### src/rtl/irq_prio_pkg.sv
package irq_prio_pkg;
  localparam int NUM_SRC = 16;
  localparam int NUM_VEC = 9;
  localparam int VEC_W   = 4;
  localparam int STK_W   = 2;

  // Level coding: ordered so plain numeric compare gives highest > high > low
  typedef enum logic [1:0] {
    LVL_NONE = 2'h0,
    LVL_LOW  = 2'h1,
    LVL_HIGH = 2'h2,
    LVL_TOP  = 2'h3
  } level_t;

  // Vector addresses in ascending order; index 0 is the smallest
  localparam logic [19:0] VEC_ADDR [NUM_VEC] = '{
    20'h00003, 20'h0000B, 20'h00013, 20'h0001B, 20'h00023,
    20'h0002B, 20'h0003B, 20'h00043, 20'h0004B
  };

  // Source to vector index map (16 sources onto 9 vectors)
  localparam logic [3:0] SRC_VEC [NUM_SRC] = '{
    4'h0, 4'h0, 4'h1, 4'h2, 4'h2, 4'h2, 4'h2, 4'h3,
    4'h3, 4'h4, 4'h4, 4'h5, 4'h5, 4'h6, 4'h7, 4'h8
  };

  // Top level is allowed on the first two vectors only, others clip to high
  localparam logic [NUM_VEC-1:0] TOP_OK = 9'h003;
  localparam logic [1:0] RST_LEVEL = 2'h0;
  localparam logic [1:0] RST_DEPTH = 2'h0;
endpackage

### src/rtl/multilevel_interrupt_priority.sv
// Contract
// Three priority levels low, high and top are supported for nested service.
// A request whose level is not above the level in service is not accepted.
// Among pending vectors the one with the highest level is granted.
// Among equal levels the vector with the smallest address is granted.
// Sixteen sources map onto nine vectors, some sources sharing a vector.
// Level comparison orders top above high above low.
// A grant is held until the core acknowledges, and return restores the prior level; the code ignores irq_ret while irq_pend is high.
`timescale 1ns/1ps
module multilevel_interrupt_priority #(
  parameter int NSRC = irq_prio_pkg::NUM_SRC
) (
  input  wire logic              clk_sys,    // System clock
  input  wire logic              sys_rst,    // Async reset, active high
  input  wire logic [NSRC-1:0]   src_req,    // Source request levels
  input  wire logic [NSRC-1:0]   src_hi,     // Source set to high level
  input  wire logic [NSRC-1:0]   src_top,    // Source set to top level
  input  wire logic              vec_ack,    // Core takes the vector
  input  wire logic              irq_ret,    // Core returns from handler
  output logic                   irq_pend,   // Vector request to core
  output logic [19:0]            irq_addr,   // Vector address
  output logic [3:0]             irq_vec,    // Vector index
  output logic [1:0]             irq_lvl,    // Level of offered vector
  output logic [1:0]             serv_lvl    // Level now in service
);
  localparam int NV = irq_prio_pkg::NUM_VEC;

  logic [NV-1:0]   vreq;
  logic [2*NV-1:0] vlvl;
  logic            wv;
  logic [3:0]      wi;
  logic [1:0]      wl;
  logic [1:0]      slvl [NSRC];

  // Per-source level; top asked on a vector that lacks it falls back to high
  for (genvar s = 0; s < NSRC; s++) begin : g_src
    always_comb begin
      if (!src_req[s]) begin
        slvl[s] = irq_prio_pkg::LVL_NONE;
      end else if (src_top[s] && irq_prio_pkg::TOP_OK[irq_prio_pkg::SRC_VEC[s]]) begin
        slvl[s] = irq_prio_pkg::LVL_TOP;
      end else if (src_hi[s] || src_top[s]) begin
        slvl[s] = irq_prio_pkg::LVL_HIGH;
      end else begin
        slvl[s] = irq_prio_pkg::LVL_LOW;
      end
    end

    src_map_a: assert property (@(posedge clk_sys) disable iff (sys_rst)
      src_req[s] |-> vreq[irq_prio_pkg::SRC_VEC[s]])
      else $error("source not seen on its vector");
  end

  // A vector pends when any of its sources does and takes their top level
  always_comb begin
    vreq = '0;
    vlvl = '0;
    for (int s = 0; s < NSRC; s++) begin
      if (slvl[s] != irq_prio_pkg::LVL_NONE) begin
        vreq[irq_prio_pkg::SRC_VEC[s]] = 1'b1;
        if (slvl[s] > vlvl[2*irq_prio_pkg::SRC_VEC[s] +: 2]) begin
          vlvl[2*irq_prio_pkg::SRC_VEC[s] +: 2] = slvl[s];
        end
      end
    end
  end

  irq_vec_arbiter #(.NVEC(NV)) u_arb (
    .vec_req   (vreq),
    .vec_lvl   (vlvl),
    .win_valid (wv),
    .win_idx   (wi),
    .win_lvl   (wl)
  );

  // Stack of outer levels, deep enough for three nested levels
  logic [1:0] stk_r [3];
  logic [1:0] stk_nxt [3];
  logic [1:0] dep_r;
  logic [1:0] dep_nxt;
  logic [1:0] serv_nxt;
  logic [1:0] lvl_nxt;
  logic       pend_nxt;
  logic [3:0] vec_nxt;
  logic [19:0] addr_nxt;

  always_comb begin
    stk_nxt  = stk_r;
    dep_nxt  = dep_r;
    serv_nxt = serv_lvl;
    pend_nxt = irq_pend;
    vec_nxt  = irq_vec;
    lvl_nxt  = irq_lvl;
    addr_nxt = irq_addr;
    if (irq_pend) begin
      if (vec_ack) begin
        stk_nxt[dep_r] = serv_lvl;
        dep_nxt  = dep_r + 2'h1;
        serv_nxt = irq_lvl;
        pend_nxt = 1'b0;
      end
    end else if (irq_ret && dep_r != 2'h0) begin
      serv_nxt = stk_r[dep_r - 2'h1];
      dep_nxt  = dep_r - 2'h1;
    end else if (wv && wl > serv_lvl) begin
      pend_nxt = 1'b1;
      vec_nxt  = wi;
      lvl_nxt  = wl;
      addr_nxt = irq_prio_pkg::VEC_ADDR[wi];
    end
  end

  always_ff @(posedge clk_sys or posedge sys_rst) begin
    if (sys_rst) begin
      stk_r    <= '{default: irq_prio_pkg::RST_LEVEL};
      dep_r    <= irq_prio_pkg::RST_DEPTH;
      serv_lvl <= irq_prio_pkg::RST_LEVEL;
      irq_pend <= 1'b0;
      irq_vec  <= 4'h0;
      irq_lvl  <= irq_prio_pkg::RST_LEVEL;
      irq_addr <= 20'h00000;
    end else begin
      stk_r    <= stk_nxt;
      dep_r    <= dep_nxt;
      serv_lvl <= serv_nxt;
      irq_pend <= pend_nxt;
      irq_vec  <= vec_nxt;
      irq_lvl  <= lvl_nxt;
      irq_addr <= addr_nxt;
    end
  end

  // Grant side
  no_lower_a: assert property (@(posedge clk_sys) disable iff (sys_rst)
    $rose(irq_pend) |-> irq_lvl > serv_lvl)
    else $error("grant not above service level");
  wait_refuse_a: assert property (@(posedge clk_sys) disable iff (sys_rst)
    !irq_pend && !irq_ret && !(wv && wl > serv_lvl) |=> !irq_pend)
    else $error("request at or below service level granted");
  hold_grant_a: assert property (@(posedge clk_sys) disable iff (sys_rst)
    irq_pend && !vec_ack |=> irq_pend && $stable(irq_vec))
    else $error("grant dropped");
  hold_addr_a: assert property (@(posedge clk_sys) disable iff (sys_rst)
    irq_pend && !vec_ack |=> $stable(irq_addr) && $stable(irq_lvl))
    else $error("offered vector changed");
  top_wins_a: assert property (@(posedge clk_sys) disable iff (sys_rst)
    !irq_pend && !irq_ret && wv && wl > serv_lvl |=> irq_lvl == $past(wl) && irq_pend)
    else $error("highest level not granted");
  pend_win_a: assert property (@(posedge clk_sys) disable iff (sys_rst)
    $rose(irq_pend) |-> irq_vec == $past(wi) && irq_lvl == $past(wl))
    else $error("offered vector is not the winner");
  no_win_a: assert property (@(posedge clk_sys) disable iff (sys_rst)
    vreq == '0 |-> !wv)
    else $error("winner without request");
  addr_map_a: assert property (@(posedge clk_sys) disable iff (sys_rst)
    irq_pend |-> irq_addr == irq_prio_pkg::VEC_ADDR[irq_vec])
    else $error("vector address wrong");
  vec_range_a: assert property (@(posedge clk_sys) disable iff (sys_rst)
    irq_pend |-> irq_vec < 4'(NV))
    else $error("vector index out of range");
  top_vec_a: assert property (@(posedge clk_sys) disable iff (sys_rst)
    irq_pend && irq_lvl == irq_prio_pkg::LVL_TOP |-> irq_prio_pkg::TOP_OK[irq_vec])
    else $error("top level on a vector without it");
  tie_small_a: assert property (@(posedge clk_sys) disable iff (sys_rst)
    wv |-> !(vreq[0] && vlvl[1:0] == wl) || wi == 4'h0)
    else $error("tie not smallest");
  order_lvl_a: assert property (@(posedge clk_sys) disable iff (sys_rst)
    wv && vreq[0] && vlvl[1:0] == irq_prio_pkg::LVL_TOP |-> wl == irq_prio_pkg::LVL_TOP)
    else $error("top not above high");
  three_lvl_a: assert property (@(posedge clk_sys) disable iff (sys_rst)
    irq_pend |-> irq_lvl != irq_prio_pkg::LVL_NONE)
    else $error("bad level");

  // Service level and nesting
  ack_level_a: assert property (@(posedge clk_sys) disable iff (sys_rst)
    irq_pend && vec_ack |=> serv_lvl == $past(irq_lvl) && !irq_pend)
    else $error("service level not taken");
  ack_raise_a: assert property (@(posedge clk_sys) disable iff (sys_rst)
    irq_pend && vec_ack |=> serv_lvl > $past(serv_lvl))
    else $error("nesting did not raise the level");
  depth_step_a: assert property (@(posedge clk_sys) disable iff (sys_rst)
    irq_pend && vec_ack |=> dep_r == $past(dep_r) + 2'h1)
    else $error("nest depth not pushed");
  nest_ret_a: assert property (@(posedge clk_sys) disable iff (sys_rst)
    irq_pend && vec_ack ##1 (!irq_pend && irq_ret && dep_r != 2'h0)
    |=> serv_lvl == $past(serv_lvl, 2))
    else $error("level not restored");
  ret_lower_a: assert property (@(posedge clk_sys) disable iff (sys_rst)
    !irq_pend && irq_ret && dep_r != 2'h0 |=> serv_lvl < $past(serv_lvl))
    else $error("return did not lower the level");
  ret_first_a: assert property (@(posedge clk_sys) disable iff (sys_rst)
    !irq_pend && irq_ret |=> !irq_pend)
    else $error("grant beat a return");
  serv_hold_a: assert property (@(posedge clk_sys) disable iff (sys_rst)
    !irq_pend && !irq_ret |=> $stable(serv_lvl))
    else $error("service level moved without cause");
  idle_none_a: assert property (@(posedge clk_sys) disable iff (sys_rst)
    dep_r == 2'h0 |-> serv_lvl == irq_prio_pkg::LVL_NONE)
    else $error("level in service with empty stack");
  full_top_a: assert property (@(posedge clk_sys) disable iff (sys_rst)
    dep_r == 2'h3 |-> serv_lvl == irq_prio_pkg::LVL_TOP)
    else $error("three deep but not at top level");

  // Every pending vector is weighed against the winner
  for (genvar v = 0; v < NV; v++) begin : g_vchk
    no_higher_a: assert property (@(posedge clk_sys) disable iff (sys_rst)
      vreq[v] |-> wv && wl >= vlvl[2*v +: 2])
      else $error("pending vector above winner");
    tie_lowest_a: assert property (@(posedge clk_sys) disable iff (sys_rst)
      vreq[v] && vlvl[2*v +: 2] == wl |-> wi <= 4'(v))
      else $error("tie not taken by smaller vector");
    clip_top_a: assert property (@(posedge clk_sys) disable iff (sys_rst)
      !irq_prio_pkg::TOP_OK[v] |-> vlvl[2*v +: 2] != irq_prio_pkg::LVL_TOP)
      else $error("top level on a vector without it");
  end

endmodule

### src/rtl/irq_vec_arbiter.sv
`timescale 1ns/1ps
module irq_vec_arbiter #(
  parameter int NVEC = irq_prio_pkg::NUM_VEC
) (
  input  wire logic [NVEC-1:0]   vec_req,   // Pending per vector
  input  wire logic [2*NVEC-1:0] vec_lvl,   // Level per vector
  output logic                   win_valid, // Some vector wins
  output logic [3:0]             win_idx,   // Winning vector index
  output logic [1:0]             win_lvl    // Winning level
);
  always_comb begin
    win_valid = 1'b0;
    win_idx   = 4'h0;
    win_lvl   = 2'h0;
    // Descending scan so the smallest index wins ties
    for (int i = NVEC - 1; i >= 0; i--) begin
      if (vec_req[i] && (vec_lvl[2*i +: 2] >= win_lvl)) begin
        win_valid = 1'b1;
        win_idx   = 4'(i);
        win_lvl   = vec_lvl[2*i +: 2];
      end
    end
  end
endmodule

### config.mk
export PLATFORM = sky130hd
export DESIGN_NAME = multilevel_interrupt_priority
export DESIGN_NICKNAME = d
export VERILOG_FILES = /design/src/rtl/irq_prio_pkg.sv /design/src/rtl/multilevel_interrupt_priority.sv /design/src/rtl/irq_vec_arbiter.sv
export SDC_FILE = /design/constraint.sdc
export NUM_CORES = 1
export LEC_CHECK = 0
export BUFFER_PORTS_ARGS = -buffer_cell sky130_fd_sc_hd__buf_2
export CORE_ASPECT_RATIO = 0.9
export CORE_MARGIN = 4
export CORE_UTILIZATION = 58
export CTS_CLUSTER_SIZE = 16
export DETAILED_ROUTE_END_ITERATION = 7
export PLACE_DENSITY = 0.88
export REMOVE_ABC_BUFFERS = 1
export SLEW_MARGIN = 20
export SYNTH_ARGS = -nofsm -noshare
export SYNTH_HDL_FRONTEND = slang
export SYNTH_SLANG_ARGS = --single-unit
### constraint.sdc
create_clock -name clk_sys -period 4.4 [get_ports clk_sys]
set_input_delay 0.66 -clock clk_sys [delete_from_list [all_inputs] [get_ports clk_sys]]
set_output_delay 0.66 -clock clk_sys [all_outputs]
set_load 0.02 [all_outputs]
==> flow_summary.yaml, run 1 <==
clocking:
  cts.htree.levels: 1
  clk_root_buffer_cell: "clkbuf_8"
  cts_buffer_depth: 2
  cts.hold.buffers_added: 0
  cts_inserted_buffers: 3
  numClockSinks: 22
logic_synthesis:
  synth.top_cell.area_share_pct: 19.2
  ys_ff_latch: 22
  synth_ff_type: "dfrtp_1"
  postSynth.asyncResetShare_pct: 100
  synthTopCellsByArea: "dfrtp_1 19%, ha_1 17%, mux2_2 5.5%"
  yosys.area_share.adder_pct: 17.8
  synth_compound_gate_area_share_pct: 25.1
  synth_edf_count: 0
  synth.area.mux_share_pct: 8.13
  yosys.cell_types.count: 66
  ys.warnings.count: 0
  syn_avg_cell_area_um2: 8.35
  synth_seq_area_share_pct: 19.2
  synth-xor-area-share_pct: 0.612
  synth_simple_gate_area_share_pct: 20.3
  post_synth_inst_count: 343
  synth_top_area_cell: "dfrtp_1"
  synth_top_family_by_area: "compound AO/OA/AOI/OAI gates"
  synthesis.area_um2: 2860
floorplanning:
  die_h_um: 74.7
  start_util_pct: 62.2
  floorplan.rows: 23
  die_w_um: 82.1
  design.portCount: 81
global_routing:
  wire_length_of_the_first_global_routing_pass_mm: 28.6
  globalRoute.totalOverflow: 19
  globalRouteTotalUtil_pct: 64.1
  pin_count_of_the_biggest_net_entering_global_routing: 23
  via_count_of_the_first_global_routing_pass: 4881
placed_design:
  finalWeightedCongestion: 0.883
  dp.final_hpwl_mm: 6.93
  numPlacedInstances: 559
  placed_area_um2: 3890
  buffer_ports.inserted: 66
status:
  run_status: "aborted with a tool error"
  first_err: "[ERROR GRT-0116] Global routing finished with congestion. Check the congestion regions in the DRC Viewer."
  last-stage-reached: "global routing"
-- metrics by stage --
stage | utilization [%] | worst slack (ns) | setup TNS (ns)
after floorplan | - | -6.75 | -78.16
after CTS | 97.0 | -5.88 | -69.45
after detailed placement | 84.4 | -7.10 | -84.24
after global placement | 84.4 | -6.20 | -73.55
-- synth_stat cells (2+ instances only) --
library cell / n
nor2_1: 30
nor2b_1: 8
o221ai_1: 7
a21boi_0: 5
or2_2: 3
nand3_1: 6
nor3b_1: 4
nor3_1: 6
o21ai_1: 3
a21o_1: 3
o2bb2ai_1: 2
nand3b_1: 2
o211ai_1: 4
o31ai_1: 2
buf_4: 15
nand2b_1: 8
o21a_1: 5
a211oi_1: 2
mux2i_1: 6
o21ai_0: 21
mux2_2: 14
ha_1: 40
a31oi_1: 3
a221oi_1: 2
xnor2_1: 2
o22ai_1: 3
inv_1: 31
dfrtp_1: 22
nand2_1: 26
a21oi_1: 19
a311oi_1: 2
o21ai_2: 3
-- kinds of logic after synthesis --
family,Yosys count
fa+ha+maj,41
xor+xnor,2
flops,22
other cells,1
simple gates,108
mux,21
buf+inv,49
compound gates,99
-- per-layer routing --
layer,GRT overflow,global-route usage [%]
met1,0,63.0
met2,9,83.0
met3,0,49.3
met4,10,62.5
met5,0,10.0
-- repair_timing --
action,in CTS
pin swaps,32
setup buffers,24
gates resized for setup,80
setup endpoints to repair,12
gates cloned,1
==> inputs of run 2 (changes only) <==
Settings changed: CORE_ASPECT_RATIO 0.9 to default, CORE_UTILIZATION 58 to 40, CTS_CLUSTER_SIZE 16 to default, PLACE_DENSITY 0.88 to default, PLACE_DENSITY_LB_ADDON from default to 0.15.
==> run 2 against run 1 <==
Net effect:
- the flow now finishes, with violations (negative setup slack)
- synthesized cell count is the same
- synthesized area is the same
==> flow_summary.yaml, run 2 <==
status:
  run_status: "finished with violations"
  violations: "negative setup slack"
sta:
  final-hold-violation-count: 0
  timing.final.ws_setup_ns: -5.51
  slew_violations: 0
  max_freq_ghz: 0.101
  tightestPinTransition_ns: 0.841
  setup-violations-final: 12
  period_needed_ns: 9.91
  setup-tns-final_ns: -65.90
  fin_worst_skew_ns: 0.00772
  slew_headroom_pct: 43.8
  period_utilization_post_route_pct: 225
  rsz0062_at_grt: "true"
drt:
  drt_drc_violations_left: 0
  via_per_inst: 4.92
  drt.antenna.violating_nets: 0
  finalWirelength_mm: 7.65
  num_vias: 3028
  detail_route.first_pass.iterations: 4
  wl_per_cell_um: 12.4
  drtIter0Drc: 60
global_routing:
  wire_length_of_the_first_global_routing_pass_mm: 12.7
  globalRoute.totalOverflow: 0
  globalRouteTotalUtil_pct: 17.4
  initial_antenna_violation_count: 0
  via_count_of_the_first_global_routing_pass: 2999
  pin_count_of_the_biggest_net_entering_global_routing: 23
critical_path:
  crit_path_top_delay_cell: "or4b_4"
  path_class: "in -> reg"
  cp_data_arrival_time_ns: 10.08
  worst_path_largest_cell_delay_ns: 0.48
  cp_num_cells: 54
  worstPathMaxFanout: 3
  setup.worst_path.start_class: "input pin"
  worstPathRequired_ns: 4.56
  timing.critical_path.buf_inv: 8
  endpoint_kind: "register"
  cp_top_family: "compound AO/OA/AOI/OAI gates"
  r2r_cells: 10
floorplanning:
  die_w_um: 92.6
  core_um2: 6870
  design.portCount: 81
  die_h_um: 92.6
  start_util_pct: 41.7
  floorplan.rows: 30
  floorplan.die_area_um2: 8580
logic_synthesis:
  synth_top_family_by_area: "compound AO/OA/AOI/OAI gates"
  synth_compound_gate_area_share_pct: 25.1
  post_synth_most_frequent_cells: "40 x ha_1, 31 x inv_1, 30 x nor2_1, 26 x nand2_1, 22 x dfrtp_1"
  synth_top_area_cell: "dfrtp_1"
  postSynth.asyncResetShare_pct: 100
  synth-xor-area-share_pct: 0.612
  synthTopCellsByArea: "dfrtp_1 19%, ha_1 17%, mux2_2 5.5%"
  yosys.cell_types.count: 66
  synth_simple_gate_area_share_pct: 20.3
  synth.top_cell.area_share_pct: 19.2
  ys.warnings.count: 0
  synth_ff_type: "dfrtp_1"
  post_synth_inst_count: 343
  synth_edf_count: 0
  synth.area.mux_share_pct: 8.13
  syn_avg_cell_area_um2: 8.35
  ys_ff_latch: 22
  yosys.area_share.adder_pct: 17.8
  synth_seq_area_share_pct: 19.2
  synthesis.area_um2: 2860
  yosysMostFrequentCell: "ha_1"
clocking:
  cts_inserted_buffers: 3
  numClockSinks: 22
  tritoncts_clock_tree: "built"
  clk_root_buffer_cell: "clkbuf_8"
  worst_skew_pair.late_latency_ns: 0.27
  cts_buffer_depth: 2
  cts.htree.levels: 1
  path_clk_slew_ns: 0.08
layout:
  nets: 613
  num_antenna_cells: 0
  layout_top_registers: "stk_r: 6 flops, irq_addr: 5 flops, irq_vec: 4 flops"
  largest-register: "stk_r"
  leading_cell_types_in_the_layout_fill_and_taps_excluded: "106 x buf_4, 64 x buf_2, 33 x ha_1"
  final_layout_size_suffix_gt1_share_pct: 50.5
  most_common_cell_after_layout_fill_and_taps_aside: "buf_4"
  layout-area-overhead-vs-synth_pct: 56.7
  final.fill_count: 588
  final_core_utilization_pct: 65.4
  largest_register_ffs: 6
placed_design:
  buffer_ports.inserted: 66
  dp.final_hpwl_mm: 5.84
  finalWeightedCongestion: 0.778
  pre_cts_slack_ns: -6.66
power_and_ir_drop:
  power_leakage_nw: 2.29
  power_density_of_the_placed_cells_nw_per_um2: 365
  vdd.ir_drop.worst_mv: 0.175
  report.power.total_mw: 1.64
job:
  max-cap-violations: 0
worst_hold_path:
  min_path_cells: 2
  min-delay-path-class: "reg -> reg"
-- run 2: kinds of logic (layout without fill, tap and decap cells) --
logic type,after synthesis,count (layout)
AO/OA/AOI/OAI,99,99
XOR/XNOR,2,2
adder cells (fa/ha/maj),41,41
buffers and inverters,49,212
flip-flops,22,22
multiplexers,21,21
other,1,14
AND/OR/NAND/NOR,108,108
-- run 2: report_power, final --
group | switching [mW] | total (mW) | internal, mW | leakage (nW)
registers | 0.0721 | 0.362 | 0.290 | 0.272
clock network | 0.0621 | 0.123 | 0.0612 | 0.0216
logic | 0.547 | 1.15 | 0.605 | 1.99
-- run 2: routing by layer --
layer	vias to the layer above	global-route usage (%)	part of all wire [%]
met2	55	34.0	54
li1	1570	-	-
met1	1398	20.4	42
met5	-	0	0
met4	0	2.69	0.51
met3	5	2.03	3.9
-- run 2: final cells by class --
type	count	area [um2]	share of cell area, %
Tap cell	96	120	2.68
Timing Repair Buffer	178	1210	26.9
Multi-Input combinational cell	285	2450	54.7
Sequential cell	22	551	12.3
Inverter	31	116	2.59
Clock buffer	3	41.3	0.920
-- run 2: timing repair --
| action | in CTS | in global routing |
|---|---|---|
| hold buffers | 0 | 0 |
| buffers inserted | 15 | 6 |
| cloned | 1 | 0 |
| gates resized for setup | 54 | 29 |
| setup endpoints to repair | 12 | 12 |
| pin swaps | 27 | 29 |
-- run 2: path summary, 6_finish.rpt --
check | startpoint | end | slack [ns]
min | stk_r[1] | stk_r[1] | 0.49
max reg2reg | dep_r[0] | irq_addr[1] | 2.40
min reg2reg | stk_r[1] | stk_r[1] | 0.49
max in group asynchronous | sys_rst | irq_vec[0] | 3.32
min in group asynchronous | sys_rst | dep_r[1] | 0.55
max | src_hi[14] | irq_lvl[0] | -5.51
-- run 2: worst register-to-register path: stages, from the launching register on --
cell and delay, ns:
dfrtp_1 0.46, inv_1 0.10, ha_1 0.24, nor2b_1 0.20, a21oi_2 0.06, o21ai_2 0.08, a311oi_4 0.08, buf_4 0.17
buf_6 0.12, buf_4 0.13, or2_2 0.26
-- run 2: metrics by stage --
stage	area, um2	hold slack [ns]	instances
2_1_floorplan	2780	0.444	338
3_3_place_gp	3910	0.458	590
3_5_place_dp	3910	0.475	590
4_1_cts	4320	0.493	609
5_1_grt	4490	0.520	615
6_report	4490	0.489	615
No activity file was read; power rests on OpenSTA's default activity.
==> inputs of run 3 (changes only) <==
Settings changed: BUFFER_PORTS_ARGS -buffer_cell sky130_fd_sc_hd__buf_2 to -buffer_cell sky130_fd_sc_hd__buf_4.
==> run 3 against run 2 <==
Net effect:
- the run still ends with negative setup slack left
- cell area rose by 2.1%
- clock power grew 17%
- register-to-register slack better by 0.02 ns
- critical path depth decreased by 1
- combinational power about the same
- sequential power hardly changed
- first-iteration DRC count up 12%
- hold slack got worse by 0.0022 ns
- clock skew shrank 0.0050 ns
- global-route usage increased by 0.78 points
- sequential share of layout area shrank 0.25 points
- largest cell class unchanged
==> flow_summary.yaml, run 3 (synthesized netlist as in run 2, its figures left out) <==
power_and_ir_drop:
  power_frac_seq_pct: 21.9
  power_leakage_nw: 2.33
  swShare_pct: 40.6
  clkPwrFrac_pct: 8.7
  power_density_of_the_placed_cells_nw_per_um2: 361
  net-switching-power_mw: 0.672
  vdd.ir_drop.worst_mv: 0.197
  comb_power_share_pct: 69.4
  internal_power_mw: 0.982
layout:
  largest_register_ffs: 6
  finalInstanceArea_um2: 4580
  final_standard_cell_count_with_taps_included_and_fillers_excluded: 615
  largest-register: "stk_r"
  most_common_cell_after_layout_fill_and_taps_aside: "buf_4"
  num_antenna_cells: 0
  leading_cell_types_in_the_layout_fill_and_taps_excluded: "171 x buf_4, 36 x ha_1, 28 x inv_1"
  nets: 612
  final.fill_count: 597
  layout_top_registers: "stk_r: 6 flops, irq_addr: 5 flops, irq_vec: 4 flops"
  layout-area-overhead-vs-synth_pct: 60.0
  final_layout_size_suffix_gt1_share_pct: 50.3
placed_design:
  buffer_ports.inserted: 66
  placed_area_um2: 4060
  dp.final_hpwl_mm: 6.01
  finalWeightedCongestion: 0.800
  pre_cts_slack_ns: -6.70
  numPlacedInstances: 589
clocking:
  cts.htree.levels: 1
  cts_inserted_buffers: 3
  path_clk_slew_ns: 0.08
  numClockSinks: 22
  cts_buffer_depth: 2
  tritoncts_clock_tree: "built"
  clk_root_buffer_cell: "clkbuf_8"
  worst_skew_pair.late_latency_ns: 0.26
floorplanning:
  floorplan.die_area_um2: 8580
  design.portCount: 81
  die_h_um: 92.6
  start_util_pct: 41.7
  core_um2: 6870
  floorplan.rows: 30
  die_w_um: 92.6
sta:
  period_needed_ns: 9.99
  timing.final.ws_setup_ns: -5.59
  max_freq_ghz: 0.100
  slew_violations: 0
  tightestPinTransition_ns: 0.853
  fin_worst_skew_ns: 0.00274
  final-hold-violation-count: 0
  period_utilization_post_route_pct: 227
  setup-violations-final: 12
  slew_headroom_pct: 43.1
  setup-tns-final_ns: -66.14
  rsz0062_at_grt: "true"
worst_hold_path:
  min-delay-path-class: "reg -> reg"
drt:
  drt.antenna.violating_nets: 0
  via_per_inst: 4.96
  wl_per_cell_um: 12.8
  drt_drc_violations_left: 0
  detail_route.first_pass.iterations: 4
  drtIter0Drc: 67
  finalWirelength_mm: 7.85
  num_vias: 3050
critical_path:
  cp_data_arrival_time_ns: 10.14
  ff2ff_setup_slack_ns: 2.42
  crit_top_cell: "ha_1"
  cp-endpoint: "irq_addr[4]"
  worstPathMaxFanout: 7
  crit_path_top_delay_cell: "or4b_4"
  setup.worst_path.start_class: "input pin"
  r2r_cells: 8
  endpoint_kind: "register"
  path_class: "in -> reg"
  worstPathRequired_ns: 4.55
  worst_path_largest_cell_delay_ns: 0.45
  worst_r2r_startpoint: "dep_r[0]"
  timing.critical_path.from: "src_hi[14]"
  regToRegEndpoint: "irq_addr[4]"
global_routing:
  globalRouteTotalUtil_pct: 18.2
  initial_antenna_violation_count: 0
  pin_count_of_the_biggest_net_entering_global_routing: 23
  wire_length_of_the_first_global_routing_pass_mm: 13.2
  globalRoute.totalOverflow: 0
  via_count_of_the_first_global_routing_pass: 3122
status:
  run_status: "finished with violations"
  violations: "negative setup slack"
job:
  max-cap-violations: 0
run 3: cell count changes in the layout (fill, tap and decap cells not counted), moves of 2 or more:
cell	before	now
ha_1	33	36
ha_4	6	3
buf_4	106	171
buf_6	8	6
o21ai_2	7	9
nor2_2	1	3
buf_2	64	0
run 3: per-layer routing:
layer  track usage, %  vias up  part of all wire (%)  wire [um]
met4             3.91        0                   1.7        132
met3             2.44       13                   4.0        315
met5                0        -                     0          0
met1             20.9     1399                    41       3210
li1                 -     1567                     -          -
met2             35.3       71                    53       4200
run 3: what timing repair did:
action,4_1_cts,5_1_grt
hold buffers,0,0
setup endpoints to repair,12,12
resized for setup,54,19
setup buffers,18,4
pin swaps,29,26
run 3: how the worst min path moves through the flow:
stage	start	end	slack [ns]	depth (start not counted)
3_5_place_dp	stk_r[1]	stk_r[1]	0.47	2
6_report	stk_r[1]	stk_r[1]	0.49	2
4_1_cts	stk_r[1]	stk_r[1]	0.49	2
2_1_floorplan	stk_r[5]	stk_r[5]	0.44	2
3_3_place_gp	stk_r[5]	stk_r[5]	0.46	2
5_1_grt	stk_r[2]	stk_r[2]	0.53	1
run 3: layout make-up:
type                       count  area (um2)  area share, %
sequential                    22         551           12.0
timing repair buffer         177        1350           29.5
tap                           96         120           2.62
clock buffer                   4        55.1           1.20
inverter                      31         116           2.54
multi-input combinational    285        2390           52.1
run 3: critical path: cells and delay by family:
| kind | cells | cell delay (ns) |
|---|---|---|
| and+or+nand+nor | 11 | 1.81 |
| buffers and inverters | 7 | 0.72 |
| AOI/OAI and AO/OA | 23 | 3.40 |
| muxes | 2 | 0.65 |
| adders and majority gates | 10 | 2.89 |
run 3: power groups by stage:
stage	logic (mW)	registers, mW	clock network [mW]
floorplan	0.493	0.412	0
global placement	0.907	0.363	0
detailed placement	0.930	0.366	0
CTS	1.09	0.362	0.149
global route	1.26	0.378	0.154
finish	1.15	0.362	0.144
run 3: stage by stage:
step | power (mW) | hold slack (ns) | utilization [%]
final | 1.65 | 0.487 | 66.7
after global routing | 1.79 | 0.532 | 66.7
after CTS | 1.60 | 0.493 | 65.4
after detailed placement | 1.30 | 0.474 | 59.2
after global placement | 1.27 | 0.462 | 59.2
after floorplan | 0.906 | 0.444 | -
==> inputs of run 4 (changes only) <==
Settings changed: CORE_MARGIN 4 to 1.5.
==> run 4 against run 3 <==
Net effect:
- the flow still finishes with violations (negative setup slack)
- non-clock buffer count increased by 6
- count of clock-buffer cells in the layout unchanged
- register-to-register slack got worse by 0.03 ns
- combinational power about the same
- core utilization increased by 1.5 points
- critical path type unchanged
- critical endpoint is now irq_vec[2]
- highest routed layer unchanged
==> flow_summary.yaml, run 4 (synthesized netlist as in run 2, its figures left out) <==
drt:
  num_vias: 3123
  drt_drc_violations_left: 0
  drt.antenna.violating_nets: 0
  drtIter0Drc: 83
  via_per_inst: 5.03
  detail_route.first_pass.iterations: 4
  wl_per_cell_um: 12.7
  finalWirelength_mm: 7.87
sta:
  setup-tns-final_ns: -67.85
  rsz0062_at_grt: "true"
  fin_worst_hold_slack_ns: 0.494
  slew_headroom_pct: 43.9
  tightestPinTransition_ns: 0.840
  period_utilization_post_route_pct: 230
  setup-violations-final: 12
  max_freq_ghz: 0.0986
  final-hold-violation-count: 0
  fin_worst_skew_ns: 0.0101
  timing.final.ws_setup_ns: -5.74
  period_needed_ns: 10.14
  slew_violations: 0
layout:
  layout_top_registers: "stk_r: 6 flops, irq_addr: 5 flops, irq_vec: 4 flops"
  nets: 618
  leading_cell_types_in_the_layout_fill_and_taps_excluded: "177 x buf_4, 34 x ha_1, 29 x nor2_1, 29 x inv_1, 25 x nand2_1"
  most_common_cell_after_layout_fill_and_taps_aside: "buf_4"
  finalInstanceArea_um2: 4680
  num_antenna_cells: 0
  largest_register_ffs: 6
  largest-register: "stk_r"
  final_layout_size_suffix_gt1_share_pct: 50.5
  layout-area-overhead-vs-synth_pct: 63.6
clocking:
  clk_root_buffer_cell: "clkbuf_8"
  cts.hold.buffers_added: 0
  cts.htree.levels: 1
  worst_skew_pair.late_latency_ns: 0.27
  tritoncts_clock_tree: "built"
  numClockSinks: 22
  cts_buffer_depth: 2
  cts_inserted_buffers: 3
  path_clk_slew_ns: 0.08
placed_design:
  buffer_ports.inserted: 66
  placed_area_um2: 4070
  pre_cts_slack_ns: -6.65
  dp.final_hpwl_mm: 5.64
  finalWeightedCongestion: 0.767
critical_path:
  worstPathMaxFanout: 8
  path_class: "in -> reg"
  worst_path_largest_cell_delay_ns: 0.47
  crit_path_top_delay_cell: "or4b_4"
  setup.worst_path.start_class: "input pin"
  worstPathRequired_ns: 4.55
  cp_data_arrival_time_ns: 10.29
  endpoint_kind: "register"
global_routing:
  globalRoute.totalOverflow: 0
  initial_antenna_violation_count: 0
  pin_count_of_the_biggest_net_entering_global_routing: 23
  via_count_of_the_first_global_routing_pass: 3074
  wire_length_of_the_first_global_routing_pass_mm: 12.8
  globalRouteTotalUtil_pct: 20.0
worst_hold_path:
  min-delay-path-class: "reg -> reg"
floorplanning:
  design.portCount: 81
  start_util_pct: 41.7
  floorplan.die_area_um2: 7680
  die_h_um: 87.6
  floorplan.rows: 30
  die_w_um: 87.6
  core_um2: 6870
power_and_ir_drop:
  power_density_of_the_placed_cells_nw_per_um2: 360
  report.power.total_mw: 1.69
  power_leakage_nw: 2.37
  vdd.ir_drop.worst_mv: 0.194
status:
  violations: "negative setup slack"
  run_status: "finished with violations"
job:
  max-cap-violations: 0
## run 4: final cells by class
class                      instances  area [um2]
fill                             578        2180
clock buffer                       4        55.1
sequential                        22         551
multi-input combinational        285        2450
tap                               96         120
inverter                          31         116
timing repair buffer             183        1400
## run 4: per-layer routing
layer,track usage [%],part of all wire [%]
met2,38.2,53
met1,24.3,43
met4,2.45,0.77
met5,0,0
met3,2.64,3.2
## run 4: worst paths after layout
| kind | startpoint | end | slack [ns] | depth (start not counted) |
|---|---|---|---|---|
| hold / removal | stk_r[5] | stk_r[5] | 0.49 | 2 |
| min in group asynchronous | sys_rst | irq_lvl[0] | 0.56 | 2 |
| setup reg to reg | serv_lvl[1] | irq_vec[2] | 2.39 | 7 |
| max in group asynchronous | sys_rst | irq_addr[3] | 3.32 | 2 |
| setup / recovery | src_top[14] | irq_vec[2] | -5.74 | 54 |
| hold reg to reg | stk_r[5] | stk_r[5] | 0.49 | 2 |
## run 4: what timing repair did
action                                  4_1_cts  5_1_grt
buffers inserted                             20        7
endpoints found under the hold margin         0        0
pin swaps                                    39       33
endpoints found under the setup margin       12       12
resized for setup                            59       18
## run 4: power by group
part	leakage (nW)	switching, mW	internal, mW
clock network	0.0288	0.0673	0.0799
logic	2.07	0.550	0.629
registers	0.272	0.0713	0.290
total	2.37	0.689	0.999
## run 4: worst max-delay path: cells and delay by family
family,cells,cell delay [ns]
AOI/OAI and AO/OA,22,3.25
adders and majority gates,10,2.87
and+or+nand+nor,11,1.83
buffers and inverters,9,1.01
muxes,2,0.65
## run 4: stage by stage
step,utilization (%),cells
5_1_grt,68.2,621
2_1_floorplan,-,338
6_report,68.2,621
3_5_place_dp,59.3,590
3_3_place_gp,59.3,590
4_1_cts,66.2,614
